## config.mk

```make
export PLATFORM = sky130hd
export DESIGN_NAME = spss_sequencer
export DESIGN_NICKNAME = d
export VERILOG_FILES = /design/src/design/spss_pkg.sv /design/src/design/spss_sync.sv /design/src/design/spss_sequencer.sv
export VERILOG_INCLUDE_DIRS = /design/src /design/src/design
export SDC_FILE = /design/constraint.sdc
export NUM_CORES = 1
export LEC_CHECK = 0
export BUFFER_PORTS_ARGS = -buffer_cell sky130_fd_sc_hd__buf_2
export CORE_MARGIN = 8
export CORE_UTILIZATION = 54
export CTS_CLUSTER_SIZE = 24
export DETAILED_ROUTE_END_ITERATION = 8
export PLACE_DENSITY = 0.81
export SLEW_MARGIN = 20
export SYNTH_ARGS = -nofsm -noshare
export SYNTH_HDL_FRONTEND = slang
export SYNTH_SLANG_ARGS = --single-unit
```

## constraint.sdc

```tcl
create_clock -name clk -period 2.7 [get_ports clk]
set_input_delay 0.54 -clock clk [delete_from_list [all_inputs] [get_ports clk]]
set_output_delay 0.54 -clock clk [all_outputs]
set_load 0.1 [all_outputs]
```

## src/design/spss_defines.svh

```systemverilog
`ifndef SPSS_DEFINES_SVH
`define SPSS_DEFINES_SVH

// register byte offsets
`define SPSS_OFF_CTRL 12'h000
`define SPSS_OFF_CMD 12'h004
`define SPSS_OFF_STATUS 12'h008
`define SPSS_OFF_THROTTLE 12'h00C
`define SPSS_OFF_LVL2 12'h010
`define SPSS_OFF_LVL3 12'h014
`define SPSS_OFF_LVL4 12'h018
`define SPSS_OFF_PMCON3 12'h01C

// control register fields
`define SPSS_CTRL_THR_EN 0
`define SPSS_CTRL_ARBITER_DISABLE 1
`define SPSS_CTRL_REDIRECT 2
`define SPSS_CTRL_DEEPER 3
`define SPSS_CTRL_BREAK_EN 4
`define SPSS_CTRL_WIDTH 5

// command register: sleep type codes
`define SPSS_SLP_S1 3'h1
`define SPSS_SLP_S3 3'h3
`define SPSS_SLP_S4 3'h4
`define SPSS_SLP_S5 3'h5
`define SPSS_CMD_SLEEP_BIT 3

// power management config three: after power loss select
`define SPSS_PMCON3_AFTER 0

// throttle field: duty counts in 4-bit period
`define SPSS_THR_RESET 4'h8
`define SPSS_THR_PERIOD 16

// voltage settle time in ns and derived cycles
`define SPSS_VOLT_NS 2000
`define SPSS_CLK_NS 20
`define SPSS_VOLT_CYC ((`SPSS_VOLT_NS + `SPSS_CLK_NS - 1) / `SPSS_CLK_NS)

// bus answers
`define SPSS_RESP_OKAY 2'h0
`define SPSS_RESP_SLVERR 2'h2

`endif

```

## src/design/spss_pkg.sv

```systemverilog
package spss_pkg;
    typedef enum logic [3:0] {
        ST_C0, ST_C1, ST_C2_REQ, ST_C2, ST_C3_REQ, ST_C3_STOP, ST_C3, ST_C4_VDOWN, ST_C4,
        ST_C4_VUP, ST_EXIT_CLK, ST_SLEEP, ST_S5, ST_G3
    } spss_state_t;

    typedef enum logic [2:0] {
        SL_NONE, SL_S1, SL_S3, SL_S4, SL_S5
    } spss_sleep_t;
endpackage

```

## src/design/spss_sync.sv

```systemverilog
`timescale 1ns/10ps
`default_nettype none
// three-stage synchroniser; value changes only when stages two and three agree
module spss_sync #(
    parameter int WIDTH = 1,
    parameter logic [WIDTH-1:0] INIT = '0
) (
    input wire logic clk,
    input wire logic rstn,
    input wire logic [WIDTH-1:0] asyncIn,
    output logic [WIDTH-1:0] syncOut
);
    logic [WIDTH-1:0] s1_q, s2_q, s3_q, out_q;
    logic [WIDTH-1:0] out_d;

    genvar i;
    // per-bit agreement filter
    generate
        for (i = 0; i < WIDTH; i++) begin : g_bit
            always_comb begin
                out_d[i] = (s2_q[i] == s3_q[i]) ? s3_q[i] : out_q[i];
            end
        end
    endgenerate

    // stage registers
    always_ff @(posedge clk or negedge rstn) begin
        if (!rstn) begin
            s1_q <= INIT;
            s2_q <= INIT;
            s3_q <= INIT;
            out_q <= INIT;
        end else begin
            s1_q <= asyncIn;
            s2_q <= s1_q;
            s3_q <= s2_q;
            out_q <= out_d;
        end
    end

    assign syncOut = out_q;
endmodule
`default_nettype wire

```

## src/design/spss_sequencer.sv

```systemverilog
// Decided for this implementation: the AXI4-Lite register port and the register offsets.
`timescale 1ns/10ps
`default_nettype none
`include "spss_defines.svh"
module spss_sequencer #(
    parameter int VOLT_CYCLES = `SPSS_VOLT_CYC
) (
    input wire logic clk,
    input wire logic rstn,
    input wire logic [11:0] s_axi_awaddr,
    input wire logic s_axi_awvalid,
    output logic s_axi_awready,
    input wire logic [31:0] s_axi_wdata,
    input wire logic [3:0] s_axi_wstrb,
    input wire logic s_axi_wvalid,
    output logic s_axi_wready,
    output logic [1:0] s_axi_bresp,
    output logic s_axi_bvalid,
    input wire logic s_axi_bready,
    input wire logic [11:0] s_axi_araddr,
    input wire logic s_axi_arvalid,
    output logic s_axi_arready,
    output logic [31:0] s_axi_rdata,
    output logic [1:0] s_axi_rresp,
    output logic s_axi_rvalid,
    input wire logic s_axi_rready,
    input wire logic thermal_alarm_in_n,
    input wire logic battery_low_in_n,
    input wire logic cpuHaltIn,
    input wire logic stopGrantIn,
    input wire logic breakEventIn,
    input wire logic wakeEventIn,
    input wire logic powerButtonOverrideIn,
    input wire logic powerFailIn,
    output logic cpu_stop_request_n,
    output logic cpu_clock_halt_n,
    output logic cpuVoltageLow,
    output logic memGrantBlock,
    output logic sysClockStop,
    output logic memRefreshKeep,
    output logic [2:0] sleepLevel
);
    localparam int VW = $clog2(VOLT_CYCLES + 1);
    localparam logic [VW-1:0] VLOAD = VW'(VOLT_CYCLES);
    localparam logic [3:0] THR_LAST = 4'(`SPSS_THR_PERIOD - 1);
    // enum order to command code
    localparam logic [2:0] SLP_CODE [8] = '{3'h0, `SPSS_SLP_S1, `SPSS_SLP_S3, `SPSS_SLP_S4, `SPSS_SLP_S5,
        3'h0, 3'h0, 3'h0};

    // pin inputs pass the three-stage synchroniser
    logic [7:0] pinSync;
    spss_sync #(.WIDTH(8), .INIT(8'h03)) u_sync (
        .clk(clk),
        .rstn(rstn),
        .asyncIn({powerFailIn, powerButtonOverrideIn, wakeEventIn, breakEventIn, stopGrantIn, cpuHaltIn,
            battery_low_in_n, thermal_alarm_in_n}),
        .syncOut(pinSync)
    );
    logic thermN, batLowN, halt, grant, brk, wake, pbo, pfail;
    assign {pfail, pbo, wake, brk, grant, halt, batLowN, thermN} = pinSync;

    // register state
    logic [`SPSS_CTRL_WIDTH-1:0] ctrl_q, ctrl_d;
    logic [3:0] thrDuty_q, thrDuty_d;
    logic afterSel_q, afterSel_d;
    logic awHave_q, awHave_d, wHave_q, wHave_d, bValid_q, bValid_d, rValid_q, rValid_d;
    logic [11:0] awAddr_q, awAddr_d;
    logic [31:0] wData_q, wData_d, rData_q, rData_d;
    logic [3:0] wStrb_q, wStrb_d;
    logic [1:0] bResp_q, bResp_d, rResp_q, rResp_d;
    logic lvl2Rd, lvl3Rd, lvl4Rd, sleepWr;
    logic [2:0] sleepCode;

    // sequencer state
    spss_pkg::spss_state_t state_q, state_d;
    spss_pkg::spss_state_t preLoss_q, preLoss_d;
    spss_pkg::spss_sleep_t sleepSel_q, sleepSel_d;
    logic lvl4Pend_q, lvl4Pend_d;
    logic [VW-1:0] vcnt_q, vcnt_d;
    logic [3:0] thrCnt_q, thrCnt_d;
    logic stopReq_q, stopReq_d, clkHalt_q, clkHalt_d, vLow_q, vLow_d;
    logic fromC1_q, fromC1_d;

    // bus: write channels taken in any order, response after both
    always_comb begin
        awHave_d = awHave_q;
        wHave_d = wHave_q;
        awAddr_d = awAddr_q;
        wData_d = wData_q;
        wStrb_d = wStrb_q;
        bValid_d = bValid_q;
        bResp_d = bResp_q;
        ctrl_d = ctrl_q;
        thrDuty_d = thrDuty_q;
        afterSel_d = afterSel_q;
        sleepWr = 1'b0;
        sleepCode = wData_q[2:0];
        if (s_axi_awvalid && s_axi_awready) begin
            awHave_d = 1'b1;
            awAddr_d = s_axi_awaddr;
        end
        if (s_axi_wvalid && s_axi_wready) begin
            wHave_d = 1'b1;
            wData_d = s_axi_wdata;
            wStrb_d = s_axi_wstrb;
        end
        if (bValid_q && s_axi_bready) begin
            bValid_d = 1'b0;
        end
        if (awHave_q && wHave_q && !bValid_q) begin
            awHave_d = 1'b0;
            wHave_d = 1'b0;
            bValid_d = 1'b1;
            bResp_d = `SPSS_RESP_OKAY;
            case (awAddr_q)
                `SPSS_OFF_CTRL: begin
                    if (wStrb_q[0]) begin
                        ctrl_d = wData_q[`SPSS_CTRL_WIDTH-1:0];
                    end
                end
                `SPSS_OFF_CMD: begin
                    sleepWr = wStrb_q[0] && wData_q[`SPSS_CMD_SLEEP_BIT];
                end
                `SPSS_OFF_THROTTLE: begin
                    if (wStrb_q[0]) begin
                        thrDuty_d = wData_q[3:0];
                    end
                end
                `SPSS_OFF_PMCON3: begin
                    if (wStrb_q[0]) begin
                        afterSel_d = wData_q[`SPSS_PMCON3_AFTER];
                    end
                end
                `SPSS_OFF_STATUS, `SPSS_OFF_LVL2, `SPSS_OFF_LVL3, `SPSS_OFF_LVL4: begin
                    bResp_d = `SPSS_RESP_OKAY; // read-only, write ignored
                end
                default: begin
                    bResp_d = `SPSS_RESP_SLVERR;
                end
            endcase
        end
    end

    // bus: read path, level reads double as idle entry strobes
    always_comb begin
        rValid_d = rValid_q;
        rData_d = rData_q;
        rResp_d = rResp_q;
        lvl2Rd = 1'b0;
        lvl3Rd = 1'b0;
        lvl4Rd = 1'b0;
        if (rValid_q && s_axi_rready) begin
            rValid_d = 1'b0;
        end
        if (s_axi_arvalid && s_axi_arready) begin
            rValid_d = 1'b1;
            rResp_d = `SPSS_RESP_OKAY;
            rData_d = 32'h0000_0000;
            case (s_axi_araddr)
                `SPSS_OFF_CTRL: rData_d = 32'(ctrl_q);
                `SPSS_OFF_STATUS: rData_d = {16'h0000, 5'h00, sleepLevel, state_q, stopReq_q, clkHalt_q,
                    vLow_q, batLowN};
                `SPSS_OFF_THROTTLE: rData_d = 32'(thrDuty_q);
                `SPSS_OFF_PMCON3: rData_d = 32'(afterSel_q);
                `SPSS_OFF_CMD: rData_d = 32'h0000_0000;
                `SPSS_OFF_LVL2: lvl2Rd = 1'b1;
                `SPSS_OFF_LVL3: lvl3Rd = 1'b1;
                `SPSS_OFF_LVL4: lvl4Rd = 1'b1;
                default: rResp_d = `SPSS_RESP_SLVERR;
            endcase
        end
    end

    assign s_axi_awready = !awHave_q;
    assign s_axi_wready = !wHave_q;
    assign s_axi_arready = !rValid_q;

    // power state walk
    always_comb begin
        state_d = state_q;
        preLoss_d = preLoss_q;
        sleepSel_d = sleepSel_q;
        vcnt_d = (vcnt_q != '0) ? vcnt_q - VW'(1) : vcnt_q;
        thrCnt_d = thrCnt_q + 4'h1;
        stopReq_d = stopReq_q;
        clkHalt_d = clkHalt_q;
        vLow_d = vLow_q;
        fromC1_d = fromC1_q;
        if (sleepWr) begin
            case (sleepCode)
                `SPSS_SLP_S1: sleepSel_d = spss_pkg::SL_S1;
                `SPSS_SLP_S3: sleepSel_d = spss_pkg::SL_S3;
                `SPSS_SLP_S4: sleepSel_d = spss_pkg::SL_S4;
                `SPSS_SLP_S5: sleepSel_d = spss_pkg::SL_S5;
                default: sleepSel_d = spss_pkg::SL_NONE;
            endcase
        end
        if (pfail && state_q != spss_pkg::ST_G3) begin
            preLoss_d = state_q;
            state_d = spss_pkg::ST_G3;
            stopReq_d = 1'b0;
            clkHalt_d = 1'b0;
            vLow_d = 1'b0;
        end else if (pbo && state_q != spss_pkg::ST_G3 && state_q != spss_pkg::ST_S5) begin
            state_d = spss_pkg::ST_S5;
            stopReq_d = 1'b0;
            clkHalt_d = 1'b0;
            vLow_d = 1'b0;
        end else begin
            case (state_q)
                spss_pkg::ST_C0: begin
                    stopReq_d = (ctrl_q[`SPSS_CTRL_THR_EN] || !thermN) && (thrCnt_q < thrDuty_q);
                    if (thrCnt_q == THR_LAST) begin
                        thrCnt_d = 4'h0;
                    end
                    fromC1_d = 1'b0;
                    if (sleepSel_q != spss_pkg::SL_NONE) begin
                        state_d = spss_pkg::ST_C2_REQ;
                        stopReq_d = 1'b1;
                    end else if (lvl2Rd) begin
                        state_d = spss_pkg::ST_C2_REQ;
                        stopReq_d = 1'b1;
                    end else if (lvl3Rd || lvl4Rd) begin
                        state_d = spss_pkg::ST_C3_REQ;
                        stopReq_d = 1'b1;
                    end else if (halt) begin
                        state_d = spss_pkg::ST_C1;
                        stopReq_d = 1'b0;
                    end
                end
                spss_pkg::ST_C1: begin
                    fromC1_d = 1'b1;
                    if (brk || !halt) begin
                        state_d = spss_pkg::ST_C0;
                    end else if (lvl2Rd || sleepSel_q != spss_pkg::SL_NONE) begin
                        state_d = spss_pkg::ST_C2_REQ;
                        stopReq_d = 1'b1;
                    end
                end
                spss_pkg::ST_C2_REQ: begin
                    if (grant) begin
                        state_d = (sleepSel_q != spss_pkg::SL_NONE) ? spss_pkg::ST_C3_STOP : spss_pkg::ST_C2;
                    end
                end
                spss_pkg::ST_C2: begin
                    if (brk && ctrl_q[`SPSS_CTRL_BREAK_EN]) begin
                        stopReq_d = 1'b0;
                        state_d = fromC1_q ? spss_pkg::ST_C1 : spss_pkg::ST_C0;
                    end
                end
                spss_pkg::ST_C3_REQ: begin
                    if (grant) begin
                        state_d = spss_pkg::ST_C3_STOP;
                    end
                end
                spss_pkg::ST_C3_STOP: begin
                    clkHalt_d = 1'b1;
                    vcnt_d = VLOAD;
                    if (sleepSel_q != spss_pkg::SL_NONE) begin
                        state_d = spss_pkg::ST_SLEEP;
                    end else if (lvl4Pend_q || ctrl_q[`SPSS_CTRL_REDIRECT]) begin
                        state_d = spss_pkg::ST_C4_VDOWN;
                    end else begin
                        state_d = spss_pkg::ST_C3;
                    end
                end
                spss_pkg::ST_C3: begin
                    if (brk && ctrl_q[`SPSS_CTRL_BREAK_EN]) begin
                        state_d = spss_pkg::ST_EXIT_CLK;
                    end
                end
                spss_pkg::ST_C4_VDOWN: begin
                    vLow_d = 1'b1;
                    if (vcnt_q == '0) begin
                        state_d = spss_pkg::ST_C4;
                    end
                end
                spss_pkg::ST_C4: begin
                    if (brk && ctrl_q[`SPSS_CTRL_BREAK_EN]) begin
                        vLow_d = 1'b0;
                        vcnt_d = VLOAD;
                        state_d = spss_pkg::ST_C4_VUP;
                    end
                end
                spss_pkg::ST_C4_VUP: begin
                    if (vcnt_q == '0) begin
                        state_d = spss_pkg::ST_EXIT_CLK;
                    end
                end
                spss_pkg::ST_EXIT_CLK: begin
                    if (clkHalt_q) begin
                        clkHalt_d = 1'b0;
                    end else begin
                        stopReq_d = 1'b0;
                        state_d = fromC1_q ? spss_pkg::ST_C1 : spss_pkg::ST_C0;
                    end
                end
                spss_pkg::ST_SLEEP: begin
                    vLow_d = (sleepSel_q == spss_pkg::SL_S1) && ctrl_q[`SPSS_CTRL_DEEPER];
                    if (sleepSel_q == spss_pkg::SL_S5) begin
                        state_d = spss_pkg::ST_S5;
                    end else if (wake && batLowN) begin
                        sleepSel_d = spss_pkg::SL_NONE;
                        fromC1_d = 1'b0;
                        if (vLow_q) begin
                            vLow_d = 1'b0;
                            vcnt_d = VLOAD;
                            state_d = spss_pkg::ST_C4_VUP;
                        end else begin
                            state_d = spss_pkg::ST_EXIT_CLK;
                        end
                    end
                end
                spss_pkg::ST_S5: begin
                    sleepSel_d = spss_pkg::SL_NONE;
                    stopReq_d = 1'b0;
                    clkHalt_d = 1'b0;
                    vLow_d = 1'b0;
                    if (wake && batLowN) begin
                        state_d = spss_pkg::ST_C0;
                    end
                end
                spss_pkg::ST_G3: begin
                    sleepSel_d = spss_pkg::SL_NONE;
                    if (!pfail && batLowN) begin
                        state_d = (afterSel_q || preLoss_q == spss_pkg::ST_S5 || preLoss_q == spss_pkg::ST_SLEEP) ?
                            spss_pkg::ST_S5 : spss_pkg::ST_C0;
                    end
                end
                default: state_d = spss_pkg::ST_C0;
            endcase
        end
    end

    // level 4 read held until clock halt
    always_comb begin
        lvl4Pend_d = lvl4Pend_q;
        if (state_q == spss_pkg::ST_C0 && lvl4Rd) begin
            lvl4Pend_d = 1'b1;
        end else if (state_q == spss_pkg::ST_C3_STOP) begin
            lvl4Pend_d = 1'b0;
        end
    end

    // all registers
    always_ff @(posedge clk or negedge rstn) begin
        if (!rstn) begin
            ctrl_q <= '0;
            thrDuty_q <= `SPSS_THR_RESET;
            afterSel_q <= 1'b0;
            awHave_q <= 1'b0;
            wHave_q <= 1'b0;
            bValid_q <= 1'b0;
            rValid_q <= 1'b0;
            awAddr_q <= 12'h000;
            wData_q <= 32'h0000_0000;
            rData_q <= 32'h0000_0000;
            wStrb_q <= 4'h0;
            bResp_q <= `SPSS_RESP_OKAY;
            rResp_q <= `SPSS_RESP_OKAY;
            state_q <= spss_pkg::ST_C0;
            preLoss_q <= spss_pkg::ST_C0;
            sleepSel_q <= spss_pkg::SL_NONE;
            vcnt_q <= '0;
            thrCnt_q <= 4'h0;
            stopReq_q <= 1'b0;
            clkHalt_q <= 1'b0;
            vLow_q <= 1'b0;
            fromC1_q <= 1'b0;
            lvl4Pend_q <= 1'b0;
        end else begin
            ctrl_q <= ctrl_d;
            thrDuty_q <= thrDuty_d;
            afterSel_q <= afterSel_d;
            awHave_q <= awHave_d;
            wHave_q <= wHave_d;
            bValid_q <= bValid_d;
            rValid_q <= rValid_d;
            awAddr_q <= awAddr_d;
            wData_q <= wData_d;
            rData_q <= rData_d;
            wStrb_q <= wStrb_d;
            bResp_q <= bResp_d;
            rResp_q <= rResp_d;
            state_q <= state_d;
            preLoss_q <= preLoss_d;
            sleepSel_q <= sleepSel_d;
            vcnt_q <= vcnt_d;
            thrCnt_q <= thrCnt_d;
            stopReq_q <= stopReq_d;
            clkHalt_q <= clkHalt_d;
            vLow_q <= vLow_d;
            fromC1_q <= fromC1_d;
            lvl4Pend_q <= lvl4Pend_d;
        end
    end

    // outputs from flops or state decode
    assign cpu_stop_request_n = !stopReq_q;
    assign cpu_clock_halt_n = !clkHalt_q;
    assign cpuVoltageLow = vLow_q;
    assign memGrantBlock = ctrl_q[`SPSS_CTRL_ARBITER_DISABLE] || clkHalt_q;
    assign sysClockStop = (state_q == spss_pkg::ST_SLEEP) || (state_q == spss_pkg::ST_S5) || (state_q == spss_pkg::ST_G3);
    assign memRefreshKeep = (state_q == spss_pkg::ST_SLEEP) &&
        (sleepSel_q == spss_pkg::SL_S1 || sleepSel_q == spss_pkg::SL_S3);
    assign sleepLevel = (state_q == spss_pkg::ST_SLEEP) ? SLP_CODE[sleepSel_q] : 3'h0;
    assign s_axi_bvalid = bValid_q;
    assign s_axi_bresp = bResp_q;
    assign s_axi_rvalid = rValid_q;
    assign s_axi_rdata = rData_q;
    assign s_axi_rresp = rResp_q;
endmodule
`default_nettype wire

```

==> metrics.md <==
| Metric | Value |
|---|---|
| Post-detailed-route wirelength per cell | 17.3 microns |
| GR peak layer | met2 |
| Commonest non-fill, non-tap cells in the layout | 92 x dfrtp_1, 66 x buf_2, 47 x nor2_1, 36 x nand2_1, 27 x o21ai_0 |
| Final hold vios | 0 |
| DR pass1 iterations | 5 |
| P_int | 3.05 mW |
| Grt ovf | 0 |
| Design area | 0.00579 sq mm |
| Clock tree from TritonCTS | yes |
| Switching share of power | 44.3% |
| Status | finished clean |
| Number of DRC markers in iteration 0 | 221 |
| Global-route track usage on met3 | 4.63% |
| Max Fclk | 0.397 GHz |
| Synth Cell Area | 0.00507 sq mm |
| Starting density of the core | 55.4% |
| Critical Path End | sleepLevel[1] |
| Synth Area per Inst | 10.6 sq um |
| Final setup margin | 180 ps |
| Slew Limit Headroom | 60.2% |
| Gate count after technology mapping | 480 |
| Comb power frac | 41.9% |
| CP startpoint | state_q[3] |
| Met2 Use GR | 30.4% |
| I/O pin total | 125 |
| Via/cell ratio | 5.59 |
| Vias in the first global route | 3,924 |
| DP HPWL | 9100 microns |
| Total number of vias | 3,778 |
| Setup bufs post-CTS | 0 |
| Area after DPL | 0.00560 sq mm |
| Worst-Margin Slew | 595 ps |
| Reg2reg start | sleepSel_q[0] |
| Asr flop ratio synth | 100% |
| Core area | 0.00915 sq mm |
| Post-Route Skew | 15.5 ps |
| Total track usage | 19.2% |
| Switching power | 2.43 mW |
| Clk sinks | 104 |
| Clock buffer depth | 2 |
| Max cap viols | 0 |
| Power after layout | 5.48 mW |
| Register-to-Register Path Depth | 7 |
| Reg clk slew, reported paths | 110 ps |
| # hold bufs at CTS | 0 |
| GR met1 Demand/Resource | 25.0% |
| Layout cells sized above 1 | 28.0% |
| Synth warn | 0 |
| Commonest non-fill, non-tap cell in the layout | dfrtp_1 |
| RR Endpoint | state_q[1] |
| Clk pwr share | 17.0% |
| Synth unique cells | 58 |
| Placed cells | 660 |
| Fin. max-slew vios | 0 |
| Worst skew pair latency | 370 ps |
| Root Driver | clkbuf_8 |
| Initial antenna violation count | 0 |
| CTS H-Tree Depth | 3 |
| Element type at the critical path end | output port |
| Pin count of the biggest net entering global routing | 50 |
| Synth-to-Final Area Change | 14.3% |
| Max VDD drop | 674 uV |
| Worst hold path type | in2async |
| Critical path data arrival time | 1980 ps |
| Startpoint types | register |
| Critical Path RT | 2160 ps |
| FP Rows | 35 |
| Top_reg_cell synth | dfrtp_1 |
| #FFs+latches synth | 104 |
| Die area | 0.0127 sq mm |
| DRC viols | 0 |
| Final GP Congestion | 0.893 |
| Port Buf Inserts | 71 |
| Final #Nets | 645 |
| Flop2flop setup slack | 450 ps |
| Final Instance Count excl. Fillers | 676 |
| Minimum clock period | 2520 ps |
| Post-Route WL | 11,700 microns |
| Place WS | 412 ps |
| Register area share after synthesis | 51.6% |
| Num CTS Buffers | 9 |
| Height of the die | 113 microns |
| PD cells | 947 mW/mm^2 |
| WS Path Type | reg2out |
| Count of final setup violators | 0 |
| First-pass GRT wire length | 19,700 microns |
| Post-route ant nets | 0 |
| Crit share post-route | 93.3% |
| Ant. Diodes | 0 |
| EDFF count, synth | 0 |
| Chip width | 113 microns |
| Crit Path Max Fanout | 8 |
| Leak | 2.61 nW |
| Fin Setup TNS | 0 ps |
| Part of the power in registers | 41.1% |
| RSZ-0062 raised after global routing | no |
==> power groups by stage <==
stage	clock network, mW	logic [mW]	registers (mW)
2_1_floorplan	0	1.71	2.31
3_3_place_gp	0	2.25	2.25
3_5_place_dp	0	2.29	2.28
4_1_cts	0.960	2.30	2.25
5_1_grt	1.01	2.49	2.31
6_report	0.931	2.30	2.26
==> worst min path at each step <==
stage	startpoint	end	slack, ps	depth (start not counted)
2_1_floorplan	rstn	afterSel_q	240	0
3_3_place_gp	u_sync.s1_q[7]	u_sync.s2_q[7]	330	0
3_5_place_dp	u_sync.s1_q[4]	u_sync.s2_q[4]	330	0
4_1_cts	rstn	state_q[2]	100	1
5_1_grt	rstn	preLoss_q[2]	130	1
6_report	rstn	vcnt_q[3]	110	1
==> layout make-up <==
type                            instances  area, sq um
Clock inverter                          6         58.8
Fill cell                             765         3360
Inverter                               24         90.1
Multi-Input combinational cell        333         2200
Tap cell                              111          139
Sequential cell                       104         2620
Timing Repair Buffer                   88          558
Clock buffer                           10          128
==> cells by family after synthesis <==
group / count (synthesis) / synth area share, %
and+or+nand+nor: 157 / 15.4
DFF: 104 / 51.6
AOI/OAI and AO/OA: 90 / 12.5
buffers and inverters: 65 / 6.92
muxes: 37 / 8.05
adders and majority gates: 18 / 4.05
xor gates and xnor gates: 8 / 1.38
other: 1 / 0.0740
==> metal layers <==
metal,vias up,wire (microns)
met1,1844,5270
met2,132,5380
met3,18,790
li1,1784,-
met4,0,259
met5,-,0
==> critical path: stages, from the launching register on <==
cell and delay [ps]:
dfrtp_2 480, nor2b_2 280, nand3_1 250, nor3b_2 370
buf_12 220
==> through the flow <==
stage | hold WS, ps | util, %
after CTS | 105 | 63.2
after global routing | 128 | 63.3
final | 106 | 63.3
after global placement | 332 | 61.2
after detailed placement | 335 | 61.2
after floorplan | 244 | -
==> Yosys cell counts (5+ instances only) <==
| cell | count | area, sq um |
|---|---|---|
| nor2_1 | 48 | 180 |
| maj3_1 | 8 | 80.1 |
| nor4_1 | 7 | 43.8 |
| nand2b_1 | 11 | 68.8 |
| dfstp_2 | 9 | 236 |
| nand2_1 | 36 | 135 |
| dfrtp_1 | 95 | 2380 |
| nor3_1 | 15 | 75.1 |
| a22o_1 | 8 | 70.1 |
| inv_1 | 24 | 90.1 |
| clkbuf_1 | 8 | 30.0 |
| nor2b_1 | 11 | 68.8 |
| xnor2_1 | 5 | 43.8 |
| buf_4 | 24 | 180 |
| o21ai_0 | 27 | 135 |
| ha_1 | 10 | 125 |
| mux2_2 | 26 | 293 |
| nand3_1 | 12 | 60.1 |
| o22ai_1 | 7 | 43.8 |
| buf_2 | 7 | 35.0 |
| a21oi_1 | 20 | 100 |
| mux2i_1 | 10 | 100 |
==> state kept, by name (all words and copies together), names as in the netlist, 3 cells and up <==
register,flops
awAddr_q,12
ctrl_q,5
preLoss_q,4
s_axi_rdata,11
sleepSel_q,3
state_q,4
thrCnt_q,4
thrDuty_q,4
u_sync.s1_q,8
u_sync.s2_q,8
u_sync.s3_q,8
u_sync.syncOut,8
vcnt_q,7
wData_q,5
==> timing repair <==
item	CTS	global route
resized for setup	1	3
setup endpoints to repair	2	4
pin swaps	0	0
Note: power is estimated with default switching activity, not from simulation.
